**src/dkl_map.svh**
```systemverilog
// Register offsets, field positions, reset values and key codes of the command decoder.
//
// Function
// Range codes 0000 to 0011 select voltage ranges; 0000 is the reset default.
// Range codes 1000 to 1101 select the six current ranges.
// A write with an undefined range code is ignored; the old range stays.
// A range change starts a calibration refresh; host waits for the pending flag.
// Load-update code 0x1DAC updates output when frame select bits match address pins.
// With broadcast update enabled, frame select bits are ignored for load-update.
// Readback of load-update and key registers shows zero in bits 15 to 0.
// Readback bit 21 is the inverted fault pin; bits 20 to 16 the address.
// Software reset needs key 0x15FA then key 0xAF51, in that order.
// Key 0x1ADC starts exactly one diagnostic conversion on the selected channel.
// Key 0x0D06 restarts the watchdog timer count.
// Key 0xFCBA starts a shadow register refresh from calibration memory.
// The refresh key works only on its first use after a system reset.
// The host writes only defined key values; all other values are reserved.
// A load-update write with any other value has no effect at all.
// Any key write other than the second key disarms the reset sequence; the code keeps it armed on a repeated first key 0x15FA.
`ifndef DKL_MAP_SVH
`define DKL_MAP_SVH
`define DKL_ADDR_RANGE_REG      5'h06
`define DKL_ADDR_LOAD_UPDATE    5'h07
`define DKL_ADDR_KEY            5'h08
`define DKL_RESET_LOAD_UPDATE   22'h070000
`define DKL_RESET_KEY           22'h080000
`define DKL_RANGE_DEFAULT       4'h0
`define DKL_LOAD_UPDATE_CODE    16'h1dac
`define DKL_KEY_RESET_FIRST     16'h15fa
`define DKL_KEY_RESET_SECOND    16'haf51
`define DKL_KEY_ADC_CONVERT     16'h1adc
`define DKL_KEY_WATCHDOG_KICK   16'h0d06
`define DKL_KEY_CAL_REFRESH     16'hfcba
`define DKL_BIT_FAULT_STATUS    21
`define DKL_FIELD_ADDR_HI       20
`define DKL_FIELD_ADDR_LO       16
`endif

```
**src/dkl_pkg.sv**
```systemverilog
// Types shared by the command decoder modules.
package dkl_pkg;
    typedef struct packed {
        logic        valid;
        logic [1:0]  dev_sel;
        logic [4:0]  addr;
        logic [15:0] data;
    } dkl_write_type;

    typedef struct packed {
        logic        soft_reset;
        logic        adc_convert;
        logic        watchdog_kick;
        logic        cal_refresh;
    } dkl_key_pulse_type;

    typedef enum logic [1:0] {
        DKL_IDLE  = 2'b00,
        DKL_ARMED = 2'b01
    } dkl_key_state_type;
endpackage : dkl_pkg

```
**src/dkl_range_decode.sv**
```systemverilog
// Output range code validation and mode decode.
`timescale 1ns/1ps
`include "dkl_map.svh"
module dkl_range_decode
    import dkl_pkg::*;
(
    // Code to check
    input  wire logic [3:0] code,
    // Decode results
    output logic            code_valid,
    output logic            code_is_current
);
    always_comb begin
        case (code)
            4'h0, 4'h1, 4'h2, 4'h3: begin
                code_valid      = 1'b1;
                code_is_current = 1'b0;
            end
            4'h8, 4'h9, 4'ha, 4'hb, 4'hc, 4'hd: begin
                code_valid      = 1'b1;
                code_is_current = 1'b1;
            end
            default: begin
                code_valid      = 1'b0;
                code_is_current = 1'b0;
            end
        endcase
    end
endmodule : dkl_range_decode

```
**src/dkl_key_sequencer.sv**
```systemverilog
// Key register decoder: two-step reset sequence and one-shot key actions.
`timescale 1ns/1ps
`include "dkl_map.svh"
module dkl_key_sequencer
    import dkl_pkg::*;
(
    // Clock and reset
    input  wire logic              sys_clk,
    input  wire logic              rst_n,
    // Key write
    input  wire logic              key_write,
    input  wire logic [15:0]       key_value,
    // Action pulses
    output dkl_key_pulse_type      pulses
);
    dkl_key_state_type state;
    dkl_key_state_type next_state;
    logic              refresh_used;

    always_comb begin
        next_state = state;
        if (key_write) begin
            if (key_value == `DKL_KEY_RESET_FIRST) begin
                next_state = DKL_ARMED;
            end else begin
                next_state = DKL_IDLE;
            end
        end
        case (state)
            DKL_IDLE:  ;
            DKL_ARMED: ;
            default:   next_state = DKL_IDLE;
        endcase
    end

    always_ff @(posedge sys_clk or negedge rst_n) begin
        if (!rst_n) begin
            state <= DKL_IDLE;
        end else begin
            state <= next_state;
        end
    end

    always_ff @(posedge sys_clk or negedge rst_n) begin
        if (!rst_n) begin
            refresh_used <= 1'b0;
        end else if (key_write && key_value == `DKL_KEY_CAL_REFRESH) begin
            refresh_used <= 1'b1;
        end
    end

    always_ff @(posedge sys_clk or negedge rst_n) begin
        if (!rst_n) begin
            pulses <= '0;
        end else begin
            pulses.soft_reset    <= key_write && state == DKL_ARMED
                                    && key_value == `DKL_KEY_RESET_SECOND;
            pulses.adc_convert   <= key_write && key_value == `DKL_KEY_ADC_CONVERT;
            pulses.watchdog_kick <= key_write && key_value == `DKL_KEY_WATCHDOG_KICK;
            pulses.cal_refresh   <= key_write && !refresh_used
                                    && key_value == `DKL_KEY_CAL_REFRESH;
        end
    end
endmodule : dkl_key_sequencer

```
**src/dkl_command_decoder.sv**
```systemverilog
// Range, load-update and key command decoder with register readback.
`timescale 1ns/1ps
`include "dkl_map.svh"
module dkl_command_decoder
    import dkl_pkg::*;
(
    // Clock and reset
    input  wire logic              sys_clk,
    input  wire logic              rst_n,
    // Decoded serial frame write
    input  wire dkl_write_type     frame_write,
    // Readback request
    input  wire logic [4:0]        read_addr,
    output logic [21:0]            read_data,
    // Device configuration and pins
    input  wire logic              device_select_pin_high,
    input  wire logic              device_select_pin_low,
    input  wire logic              broadcast_update_enable,
    input  wire logic              fault_pin,
    input  wire logic              cal_refresh_done,
    // Outputs to the rest of the device
    output logic [3:0]             output_range,
    output logic                   range_is_current,
    output logic                   calibration_pending_flag,
    output logic                   load_update,
    output logic                   soft_reset,
    output logic                   adc_convert,
    output logic                   watchdog_kick,
    output logic                   cal_refresh_start
);
    logic              rst_meta;
    logic              rst_sync_n;
    logic              code_valid;
    logic              code_is_current;
    logic              range_write;
    logic              key_write;
    logic              range_change;
    logic              key_refresh;
    logic              refresh_seen;
    dkl_key_pulse_type pulses;

    ////////////////////////////////////////////////////////////////////////////////
    always_ff @(posedge sys_clk or negedge rst_n) begin
        if (!rst_n) begin
            rst_meta   <= 1'b0;
            rst_sync_n <= 1'b0;
        end else begin
            rst_meta   <= 1'b1;
            rst_sync_n <= rst_meta;
        end
    end

    ////////////////////////////////////////////////////////////////////////////////
    assign range_write = frame_write.valid && frame_write.addr == `DKL_ADDR_RANGE_REG;
    assign key_write   = frame_write.valid && frame_write.addr == `DKL_ADDR_KEY;

    dkl_range_decode u_range (
        .code            (frame_write.data[3:0]),
        .code_valid      (code_valid),
        .code_is_current (code_is_current)
    );

    assign range_change = range_write && code_valid
                          && frame_write.data[3:0] != output_range;

    always_ff @(posedge sys_clk or negedge rst_sync_n) begin
        if (!rst_sync_n) begin
            output_range     <= `DKL_RANGE_DEFAULT;
            range_is_current <= 1'b0;
        end else if (range_write && code_valid) begin
            output_range     <= frame_write.data[3:0];
            range_is_current <= code_is_current;
        end
    end

    // A start request wins over the completion seen in the same cycle.
    always_ff @(posedge sys_clk or negedge rst_sync_n) begin
        if (!rst_sync_n) begin
            calibration_pending_flag <= 1'b0;
        end else if (range_change || key_refresh) begin
            calibration_pending_flag <= 1'b1;
        end else if (cal_refresh_done) begin
            calibration_pending_flag <= 1'b0;
        end
    end

    ////////////////////////////////////////////////////////////////////////////////
    always_ff @(posedge sys_clk or negedge rst_sync_n) begin
        if (!rst_sync_n) begin
            load_update <= 1'b0;
        end else begin
            load_update <= frame_write.valid
                           && frame_write.addr == `DKL_ADDR_LOAD_UPDATE
                           && frame_write.data == `DKL_LOAD_UPDATE_CODE
                           && (broadcast_update_enable
                               || frame_write.dev_sel == {device_select_pin_high,
                                                          device_select_pin_low});
        end
    end

    ////////////////////////////////////////////////////////////////////////////////
    dkl_key_sequencer u_keys (
        .sys_clk   (sys_clk),
        .rst_n     (rst_sync_n),
        .key_write (key_write),
        .key_value (frame_write.data),
        .pulses    (pulses)
    );

    // Local copy of the one-shot refresh memory, so pending rises with the key write itself.
    always_ff @(posedge sys_clk or negedge rst_sync_n) begin
        if (!rst_sync_n) begin
            refresh_seen <= 1'b0;
        end else if (key_write && frame_write.data == `DKL_KEY_CAL_REFRESH) begin
            refresh_seen <= 1'b1;
        end
    end

    assign key_refresh       = key_write && frame_write.data == `DKL_KEY_CAL_REFRESH
                               && !refresh_seen;
    assign soft_reset        = pulses.soft_reset;
    assign adc_convert       = pulses.adc_convert;
    assign watchdog_kick     = pulses.watchdog_kick;
    assign cal_refresh_start = pulses.cal_refresh;

    ////////////////////////////////////////////////////////////////////////////////
    always_ff @(posedge sys_clk or negedge rst_sync_n) begin
        if (!rst_sync_n) begin
            read_data <= '0;
        end else begin
            read_data <= '0;
            read_data[`DKL_BIT_FAULT_STATUS] <= ~fault_pin;
            read_data[`DKL_FIELD_ADDR_HI:`DKL_FIELD_ADDR_LO] <= read_addr;
            if (read_addr == `DKL_ADDR_RANGE_REG) begin
                read_data[3:0] <= output_range;
            end
        end
    end
endmodule : dkl_command_decoder

```
**config.mk**
```make
export PLATFORM = sky130hd
export DESIGN_NAME = dkl_command_decoder
export DESIGN_NICKNAME = d
export VERILOG_FILES = /design/src/dkl_pkg.sv /design/src/dkl_range_decode.sv /design/src/dkl_key_sequencer.sv /design/src/dkl_command_decoder.sv
export VERILOG_INCLUDE_DIRS = /design/src
export SDC_FILE = /design/constraint.sdc
export NUM_CORES = 1
export LEC_CHECK = 0
export ABC_AREA = 0
export BUFFER_PORTS_ARGS = -buffer_cell sky130_fd_sc_hd__buf_2
export CAP_MARGIN = 10
export CORE_MARGIN = 4
export CORE_UTILIZATION = 35
export CTS_CLUSTER_SIZE = 24
export DETAILED_ROUTE_END_ITERATION = 6
export GPL_ROUTABILITY_DRIVEN = 0
export MAX_ROUTING_LAYER = met4
export PLACE_DENSITY = 0.69
export REMOVE_ABC_BUFFERS = 1
export SYNTH_ARGS = -nofsm -noshare
export SYNTH_HDL_FRONTEND = slang
export SYNTH_HIERARCHICAL = 1
export SYNTH_SLANG_ARGS = --single-unit
```
**constraint.sdc**
```tcl
create_clock -name sys_clk -period 2.4 [get_ports sys_clk]
set_input_delay 0.12 -clock sys_clk [delete_from_list [all_inputs] [get_ports sys_clk]]
set_output_delay 0.12 -clock sys_clk [all_outputs]
set_load 0.02 [all_outputs]
```
==> results of run 1 <==
## layer usage
metal  vias up  part of all wire, %
met4         0                  1.8
met1       475                   44
met5         -                    0
met2        61                   43
met3         4                   11
li1        509                    -
## critical path: stages (launching register included)
cell	delay [ns]
sky130_fd_sc_hd__dfrtp_1	0.42
sky130_fd_sc_hd__xor2_1	0.18
sky130_fd_sc_hd__o41ai_1	0.35
sky130_fd_sc_hd__o221ai_1	0.16
## where the power goes
group	internal (uW)	switching, uW
Clock	112	123
Combinational	81.0	95.2
Sequential	462	23.5
## cell families after synthesis
kind of cell    synth area share (%)
simple gates                   27.61
flops                          49.34
buf+inv                        8.823
compound gates                 3.986
xor+xnor                       3.985
mux                            5.692
other cells                   0.5695
## per-stage QoR
step                area [um^2]  hold slack (ns)
floorplan                  1259          -0.1756
detailed placement         1599         -0.09315
finish                     1710          0.08631
global route               1710          0.08306
global placement           1599         -0.09411
CTS                        1710          0.07764
## layout by cell type (no fill, tap or decap)
cell                             n
sky130_fd_sc_hd__buf_2          56
sky130_fd_sc_hd__dfrtp_1        26
sky130_fd_sc_hd__conb_1         13
sky130_fd_sc_hd__dlygate4sd3_1   7
sky130_fd_sc_hd__nor2_1          5
sky130_fd_sc_hd__and2_1          5
sky130_fd_sc_hd__nand4_1         5
sky130_fd_sc_hd__mux2_4          5
sky130_fd_sc_hd__inv_1           4
sky130_fd_sc_hd__nand3b_1        4
sky130_fd_sc_hd__xor2_1          4
sky130_fd_sc_hd__nor4bb_1        3
sky130_fd_sc_hd__nor3_1          3
sky130_fd_sc_hd__nand4b_1        3
sky130_fd_sc_hd__clkbuf_8        3
sky130_fd_sc_hd__nand2_1         3
sky130_fd_sc_hd__and4b_1         2
sky130_fd_sc_hd__xnor2_1         2
sky130_fd_sc_hd__a21oi_1         2
sky130_fd_sc_hd__and3b_1         2
sky130_fd_sc_hd__nand4bb_1       2
sky130_fd_sc_hd__nor4_2          2
sky130_fd_sc_hd__nor4b_1         1
sky130_fd_sc_hd__and4bb_1        1
sky130_fd_sc_hd__nand2b_1        1
sky130_fd_sc_hd__o41ai_1         1
sky130_fd_sc_hd__o221ai_1        1
sky130_fd_sc_hd__nor4_1          1
sky130_fd_sc_hd__nand2b_4        1
sky130_fd_sc_hd__or4_4           1
sky130_fd_sc_hd__nand3_1         1
sky130_fd_sc_hd__and4_1          1
sky130_fd_sc_hd__and4bb_2        1
sky130_fd_sc_hd__o32ai_1         1
sky130_fd_sc_hd__o21bai_1        1
sky130_fd_sc_hd__o21ai_2         1
## repair_timing
| item | CTS | global route |
|---|---|---|
| setup buffers | 0 | 0 |
| hold buffers | 7 | 0 |
| endpoints found under the hold margin | 8 | 0 |
## path summary, 6_finish.rpt
kind / endpoint / depth (start not counted) / slack [ns]
worst min-delay path: calibration_pending_flag$_DFFE_PN0P_ / 2 / 0.09
max in group asynchronous: u_keys/pulses[2]$_DFF_PN0_ / 0 / 1.47
worst max-delay path: calibration_pending_flag$_DFFE_PN0P_ / 3 / 1.15
worst min register to register: rst_sync_n$_DFF_PN0_ / 0 / 0.35
worst max register to register: calibration_pending_flag$_DFFE_PN0P_ / 3 / 1.15
min in group asynchronous: rst_sync_n$_DFF_PN0_ / 2 / 0.16
## cell type report
class,instances,area (um^2)
clock buffer,3,41.29
fill,359,1951
inverter,4,15.01
multi-input combinational,79,593.1
sequential,26,650.6
tap,48,60.06
timing repair buffer,63,350.3
## synth_stat cells (2+ instances only)
cell type	count
sky130_fd_sc_hd__a21oi_1	2
sky130_fd_sc_hd__and2_1	5
sky130_fd_sc_hd__and3b_1	2
sky130_fd_sc_hd__and4b_1	2
sky130_fd_sc_hd__buf_4	12
sky130_fd_sc_hd__conb_1	2
sky130_fd_sc_hd__dfrtp_1	26
sky130_fd_sc_hd__inv_1	4
sky130_fd_sc_hd__mux2_4	5
sky130_fd_sc_hd__nand2_1	3
sky130_fd_sc_hd__nand3b_1	4
sky130_fd_sc_hd__nand4_1	5
sky130_fd_sc_hd__nand4b_1	3
sky130_fd_sc_hd__nand4bb_1	2
sky130_fd_sc_hd__nor2_1	5
sky130_fd_sc_hd__nor3_1	3
sky130_fd_sc_hd__nor4_2	2
sky130_fd_sc_hd__nor4bb_1	3
sky130_fd_sc_hd__xnor2_1	2
sky130_fd_sc_hd__xor2_1	4
==> results.txt, run 1 <==
----------------------------------------------------
[Cells and area]
  Non-Filler Instances ... 223
  Fraction of layout cells with a size suffix above 1 ... 40.00%
  Antenna diode count ... 0
  Flip-flop count of the largest register, all copies and words added ... 10
  Largest registers ... read_data x10, output_range x4, u_keys/pulses x4
  Area growth syn-to-layout ... 29.70%
  Final net count ... 213
  Reg with most FFs ... read_data
  Final standard cell utilization of the core ... 46.72%

[STA]
  Count of final hold-check violations ... 0
  Worst Setup Slack, final ... 1.154 ns
  Sum Neg Setup Slack ... 0 ns
  Setup repair after global routing missed its margin ... no
  Tightest slew margin relative to the limit ... 39.76%
  F_max ... 802.7 MHz
  Transition at the pin with the smallest max-transition slack ... 0.9036 ns
  Total of endpoints with negative setup slack in the final report ... 0
  Period utilization ... 51.91%
  Max-slew violation count ... 0
  Clk_skew ... 0.002049 ns
  Final period demand of the worst path ... 1.246 ns

[Die]
  Die Ht ... 69.39 um
  Core area ... 3661 um^2
  Die X ... 69.39 um
  Die area ... 4814 um^2
  Number of top-level design ports ... 69
  Initial standard-cell utilization of the core ... 36.02%
  Number of standard-cell rows in the floorplan ... 22

[Global route]
  Met3 global-route usage ... 3.043%
  Routing layer with the top usage in global route ... met2
  Met1 demand-to-capacity share in global routing ... 17.11%
  First-pass GRT wire length ... 4899 um
  Antenna violations before repair ... 0
  Met2 demand-to-capacity share in global routing ... 18.86%
  Vias in the first global route ... 1050
  Largest net degree at the start of global routing ... 25
  Total global-route track usage ... 13.05%
  GRT Residual Overflow ... 0

[Worst setup path]
  Path type of the worst setup path ... reg -> reg
  Max FO, Critical Path ... 4
  Startpoint of the worst-slack reg-to-reg timing path ... output_range[0]$_DFFE_PN0P_
  Data arrival, critical path ... 1.38 ns
  Endpoint type of the worst setup path ... flop
  Critical path required time ... 2.53 ns
  Launch point of the worst path ... output_range[0]$_DFFE_PN0P_
  Critical path launch point type ... flop

[Clocking]
  Clock tree from TritonCTS ... yes
  Num Clock Sinks ... 26
  Number of buffers added by the clock tree synthesis step ... 3
  Source-to-sink clock delay at the later pin of the worst-skew pair ... 0.26 ns
  Root buffer cell ... sky130_fd_sc_hd__clkbuf_8
  Cells resized by post-CTS repair ... 0
  Clock slew at the register clock pins of the worst setup and hold paths ... 0.08 ns
  Count of H-tree levels built during CTS ... 1
  Maximum root-to-sink buffer count ... 2

[Placement]
  Detail Placement HPWL ... 2271 um
  PortBufs ... 56
  Placed cell count ... 213
  Setup Slack @ Placement ... 0.8983 ns

[Routing]
  Routed length per instance ... 12.89 um
  Number of design rule violations left after detail routing ... 0
  Final wirelength ... 2875 um
  Number of vias per cell ... 4.704
  Number of DRC markers in iteration 0 ... 36
  Pre-Repair DR Iteration Count ... 4
  Total via count after detailed routing ... 1049
  Post-DRT Antenna Nets ... 0

[Run status]
  Run status ... finished clean

[Yosys]
  Sequential area share after synthesis ... 49.34%
  Yosys warning total ... 6
  #FFs+latches synth ... 26
  Top-area cell type share of the netlist area ... 49.34%
  Count of mapped cells out of synthesis ... 111
  Async S/R FF share, synth ... 100.0%
  Number of flops mapped to enable cells by yosys ... 0
  Post-Synthesis Cell Area ... 1319 um^2
  Dominant register cell in the synthesized netlist ... sky130_fd_sc_hd__dfrtp_1
  Post-synthesis cell type with the largest combined area ... sky130_fd_sc_hd__dfrtp_1
  Synthesized area per cell ... 11.88 um^2
  Unique cell type count in the Yosys netlist ... 35
  Cell types occupying the most area after synthesis ... sky130_fd_sc_hd__dfrtp_1, sky130_fd_sc_hd__buf_4, sky130_fd_sc_hd__mux2_4, sky130_fd_sc_hd__xor2_1, sky130_fd_sc_hd__and2_1

[Power]
  Pwr dens ... 523.9 nW/um^2
  Worst VDD drop ... 0.0001994 V
  Leakage power figure ... 0.0008652 uW
  Pwr Total ... 896.0 uW

[Flow run]
  Number of maximum-capacitance violations ... 0

[Worst hold path]
  Tightest Hold Check Type ... in -> reg
  Worst Hold Launch ... cal_refresh_done

----------------------------------------------------
(Power assumes the default switching activity.)
==> run 2, diff against run 1 <==
ABC_AREA = 1   (was 0)
PLACE_DENSITY = 0.67   (was 0.69)
clock period = 1.3 ns   (was 2.4 ns; I/O delays follow)
==> run 2 against run 1 <==
Against the previous run: worst hold slack worse by 0.065 ns; clock skew is 0.0056 ns higher; cell count is 41% higher; clock power grew to 2.9 times the previous value; non-clock buffer count is 1 higher; clock-buffer cell count stayed put; area after synthesis is 9.0% higher; largest power group unchanged.
==> results.txt, run 2 <==
----------------------------------------------------
[Worst setup path]
  Cells traversed along the worst timing path ... dlygate4sd3_1 > buf_2 > nor2_1 > nand4_1 > nor2_1
  R2r setup slk ... 0.36 ns (-0.79 ns)
  Endpoint type of the worst setup path ... flop
  Cell count of the worst reg-to-reg path ... 7 (+4)
  Startpoint of the worst-slack reg-to-reg timing path ... output_range[0]$_DFFE_PN0P_
  Launch point of the worst path ... read_addr[4]
  Slowest Stage Delay on Critical Path ... 0.54 ns (+0.12 ns)
  Worst flop-to-flop path endpoint ... calibration_pending_flag$_DFFE_PN0P_
  Buffers plus inverters on the worst setup path ... 2 (+2)
  Critical path required time ... 1.50 ns (-1.03 ns)
  Path type of the worst setup path ... in -> reg
  Slowest cell on the critical path ... sky130_fd_sc_hd__dlygate4sd3_1
  Max FO, Critical Path ... 4 (unchanged)
  Critical path launch point type ... input port
  Cell repeated most along the worst path ... sky130_fd_sc_hd__nor2_1
  Category of cells accounting for the largest share of critical-path delay ... buffers and inverters
  Data arrival, critical path ... 1.16 ns (-0.22 ns)

[Cells and area]
  Commonest non-fill, non-tap cells in the layout ... sky130_fd_sc_hd__buf_2, sky130_fd_sc_hd__nand2_1, sky130_fd_sc_hd__nor2_1
  Antenna diode count ... 0 (unchanged)
  Reg with most FFs ... read_data
  Fillcell total ... 430 (+20%)
  Final net count ... 302 (+42%)
  Flip-flop count of the largest register, all copies and words added ... 10 (unchanged)
  Largest registers ... read_data x10, output_range x4, u_keys/pulses x4
  Final standard cell utilization of the core ... 47.01% (+0.29 points)
  Seq. cell area ... 650.6 um^2 (unchanged)
  Post-route standard cell area excluding fillers ... 1881 um^2 (+9.9%)
  Area growth syn-to-layout ... 30.81%
  Most common cell after layout, fill and taps aside ... sky130_fd_sc_hd__buf_2
  Fraction of layout cells with a size suffix above 1 ... 26.42% (-14 points)
  Area of combinational cells with multiple inputs ... 618.1 um^2 (+4.2%)

[Routing]
  Number of vias per cell ... 4.279 (-9.0%)
  Number of design rule violations left after detail routing ... 0 (unchanged)
  Routed length per instance ... 10.74 um (-17%)
  Final wirelength ... 3383 um (+18%)
  Number of DRC markers in iteration 0 ... 47 (+31%)
  Post-DRT Antenna Nets ... 0 (unchanged)
  Pre-Repair DR Iteration Count ... 4 (unchanged)
  Total via count after detailed routing ... 1348 (+29%)

[Global route]
  Largest net degree at the start of global routing ... 25 (unchanged)
  Vias in the first global route ... 1271 (+21%)
  Antenna violations before repair ... 0 (unchanged)
  GRT Residual Overflow ... 0 (unchanged)
  First-pass GRT wire length ... 5595 um (+14%)
  Total global-route track usage ... 14.05% (+1.0 points)

[Yosys]
  Sequential area share after synthesis ... 45.26% (-4.1 points)
  Leading cell types by count after synthesis ... sky130_fd_sc_hd__nand2_1, sky130_fd_sc_hd__nor2_1, sky130_fd_sc_hd__inv_1, sky130_fd_sc_hd__dfrtp_1, sky130_fd_sc_hd__buf_4
  Synthesized area per cell ... 7.261 um^2 (-39%)
  Post-synthesis cell type with the largest combined area ... sky130_fd_sc_hd__dfrtp_1
  Async S/R FF share, synth ... 100.0% (unchanged)
  Most frequent cell after synthesis ... sky130_fd_sc_hd__nand2_1
  Unique cell type count in the Yosys netlist ... 20 (-43%)
  Cell types occupying the most area after synthesis ... sky130_fd_sc_hd__dfrtp_1, sky130_fd_sc_hd__nand2_1, sky130_fd_sc_hd__nor2_1, sky130_fd_sc_hd__inv_1, sky130_fd_sc_hd__buf_4
  Post-Synthesis Cell Area ... 1438 um^2 (+9.0%)
  Dominant register cell in the synthesized netlist ... sky130_fd_sc_hd__dfrtp_1
  Count of mapped cells out of synthesis ... 198 (+78%)
  #FFs+latches synth ... 26 (unchanged)
  Top-area cell type share of the netlist area ... 45.26% (-4.1 points)
  Yosys warning total ... 6 (unchanged)
  Number of flops mapped to enable cells by yosys ... 0 (unchanged)

[Die]
  Die Ht ... 72.09 um (+3.9%)
  Die X ... 72.09 um (+3.9%)
  Initial standard-cell utilization of the core ... 35.94% (-0.082 points)
  Die area ... 5197 um^2 (+7.9%)
  Core area ... 4000 um^2 (+9.3%)
  Number of top-level design ports ... 69 (unchanged)
  Number of standard-cell rows in the floorplan ... 23 (+4.5%)

[Clocking]
  Count of hold buffers inserted by post-cts repair ... 7 (unchanged)
  Clock tree from TritonCTS ... yes
  Count of H-tree levels built during CTS ... 1 (unchanged)
  Num Clock Sinks ... 26 (unchanged)
  # Post-CTS Setup Buffers ... 0 (unchanged)
  Number of buffers added by the clock tree synthesis step ... 3 (unchanged)
  Clock slew at the register clock pins of the worst setup and hold paths ... 0.08 ns (about the same)
  Maximum root-to-sink buffer count ... 2 (unchanged)
  Root buffer cell ... sky130_fd_sc_hd__clkbuf_8
  Source-to-sink clock delay at the later pin of the worst-skew pair ... 0.28 ns (+0.02 ns)
  Cells resized by post-CTS repair ... 0 (unchanged)

[Power]
  Pwr dens ... 1043 nW/um^2 (+99%)
  Worst VDD drop ... 0.0007474 V (+270%)
  Leakage power figure ... 0.001041 uW (+20%)
  Pwr Total ... 1962 uW (+120%)

[STA]
  Final period demand of the worst path ... 0.9525 ns
  Clk_skew ... 0.007692 ns (+0.005643 ns)
  Setup repair after global routing missed its margin ... no
  Total of endpoints with negative setup slack in the final report ... 0 (unchanged)
  F_max ... 1050 MHz
  Sum Neg Setup Slack ... 0 ns (unchanged)
  Count of final hold-check violations ... 0 (unchanged)
  Period utilization ... 73.27%
  Max-slew violation count ... 0 (unchanged)

[Worst hold path]
  Instance count along the most critical hold path ... 3 (+1)
  Tightest Hold Check Type ... in -> reg
  Worst Hold Launch ... broadcast_update_enable
  Worst Hold Path EP ... load_update$_DFF_PN0_

[Placement]
  PortBufs ... 56 (unchanged)
  Cell area reported after detailed placement ... 1739 um^2 (+8.8%)
  Detail Placement HPWL ... 2703 um (+19%)

[Flow run]
  Number of maximum-capacitance violations ... 0 (unchanged)

[Run status]
  Run status ... finished clean

----------------------------------------------------
run 2: worst max-delay path by stage:
stage                     cells after the start                              endpoint  slack, ns
after floorplan                               7  calibration_pending_flag$_DFFE_PN0P_       0.30
after global placement                       10            u_keys/pulses[0]$_DFF_PN0_       0.25
after detailed placement                     10            u_keys/pulses[0]$_DFF_PN0_       0.21
after CTS                                     5                read_data[1]$_DFF_PN0_       0.34
after global routing                          5                read_data[1]$_DFF_PN0_       0.20
final                                         5                read_data[0]$_DFF_PN0_       0.35
run 2: cell families after synthesis:
group                     Yosys count  synth area share (%)
AOI/OAI and AO/OA                   7                 2.697
xor gates and xnor gates            3                 1.828
buffers and inverters              44                 14.62
DFF                                26                 45.26
other                               2                0.5224
and+or+nand+nor                   116                 35.07
run 2: layout make-up:
| cell class | count | area share [%] |
|---|---|---|
| flip-flops and latches | 26 | 34.60 |
| multi-input cells | 139 | 32.87 |
| repair buffers | 64 | 19.03 |
| inverters | 32 | 6.387 |
| well taps | 50 | 3.327 |
| clock buffers | 3 | 2.196 |
| clock inverters | 1 | 1.597 |
run 2: metrics by stage:
stage / hold slack (ns) / setup slack [ns] / instances
after global placement: -0.1508 / 0.2466 / 304
after CTS: 0.02186 / 0.3416 / 315
after detailed placement: -0.1426 / 0.2098 / 304
after floorplan: -0.2306 / 0.3046 / 197
final: 0.02170 / 0.3475 / 315
after global routing: 0.04572 / 0.1952 / 315
run 2: where the power goes:
part	switching, uW	total (uW)	internal (uW)
registers	27.0	882	855
clock network	263	675	412
logic	264	405	141
total	553	1960	1410
run 2: worst register-to-register path, stage by stage (launching register included):
cell and delay [ns]:
sky130_fd_sc_hd__dfrtp_1 0.38, sky130_fd_sc_hd__inv_1 0.08, sky130_fd_sc_hd__nand2_1 0.06, sky130_fd_sc_hd__nand2_1 0.05, sky130_fd_sc_hd__nor2_1 0.09, sky130_fd_sc_hd__nand2_1 0.06, sky130_fd_sc_hd__nand2_1 0.06, sky130_fd_sc_hd__nand3_1 0.07
run 2: layer usage:
metal / vias to the layer above / routed length (um) / GRT usage, %
li1: 709 / - / -
met5: - / 0 / -
met3: 5 / 219 / 2.632
met2: 46 / 1587 / 22.35
met1: 588 / 1518 / 17.87
met4: 0 / 57 / 5.010
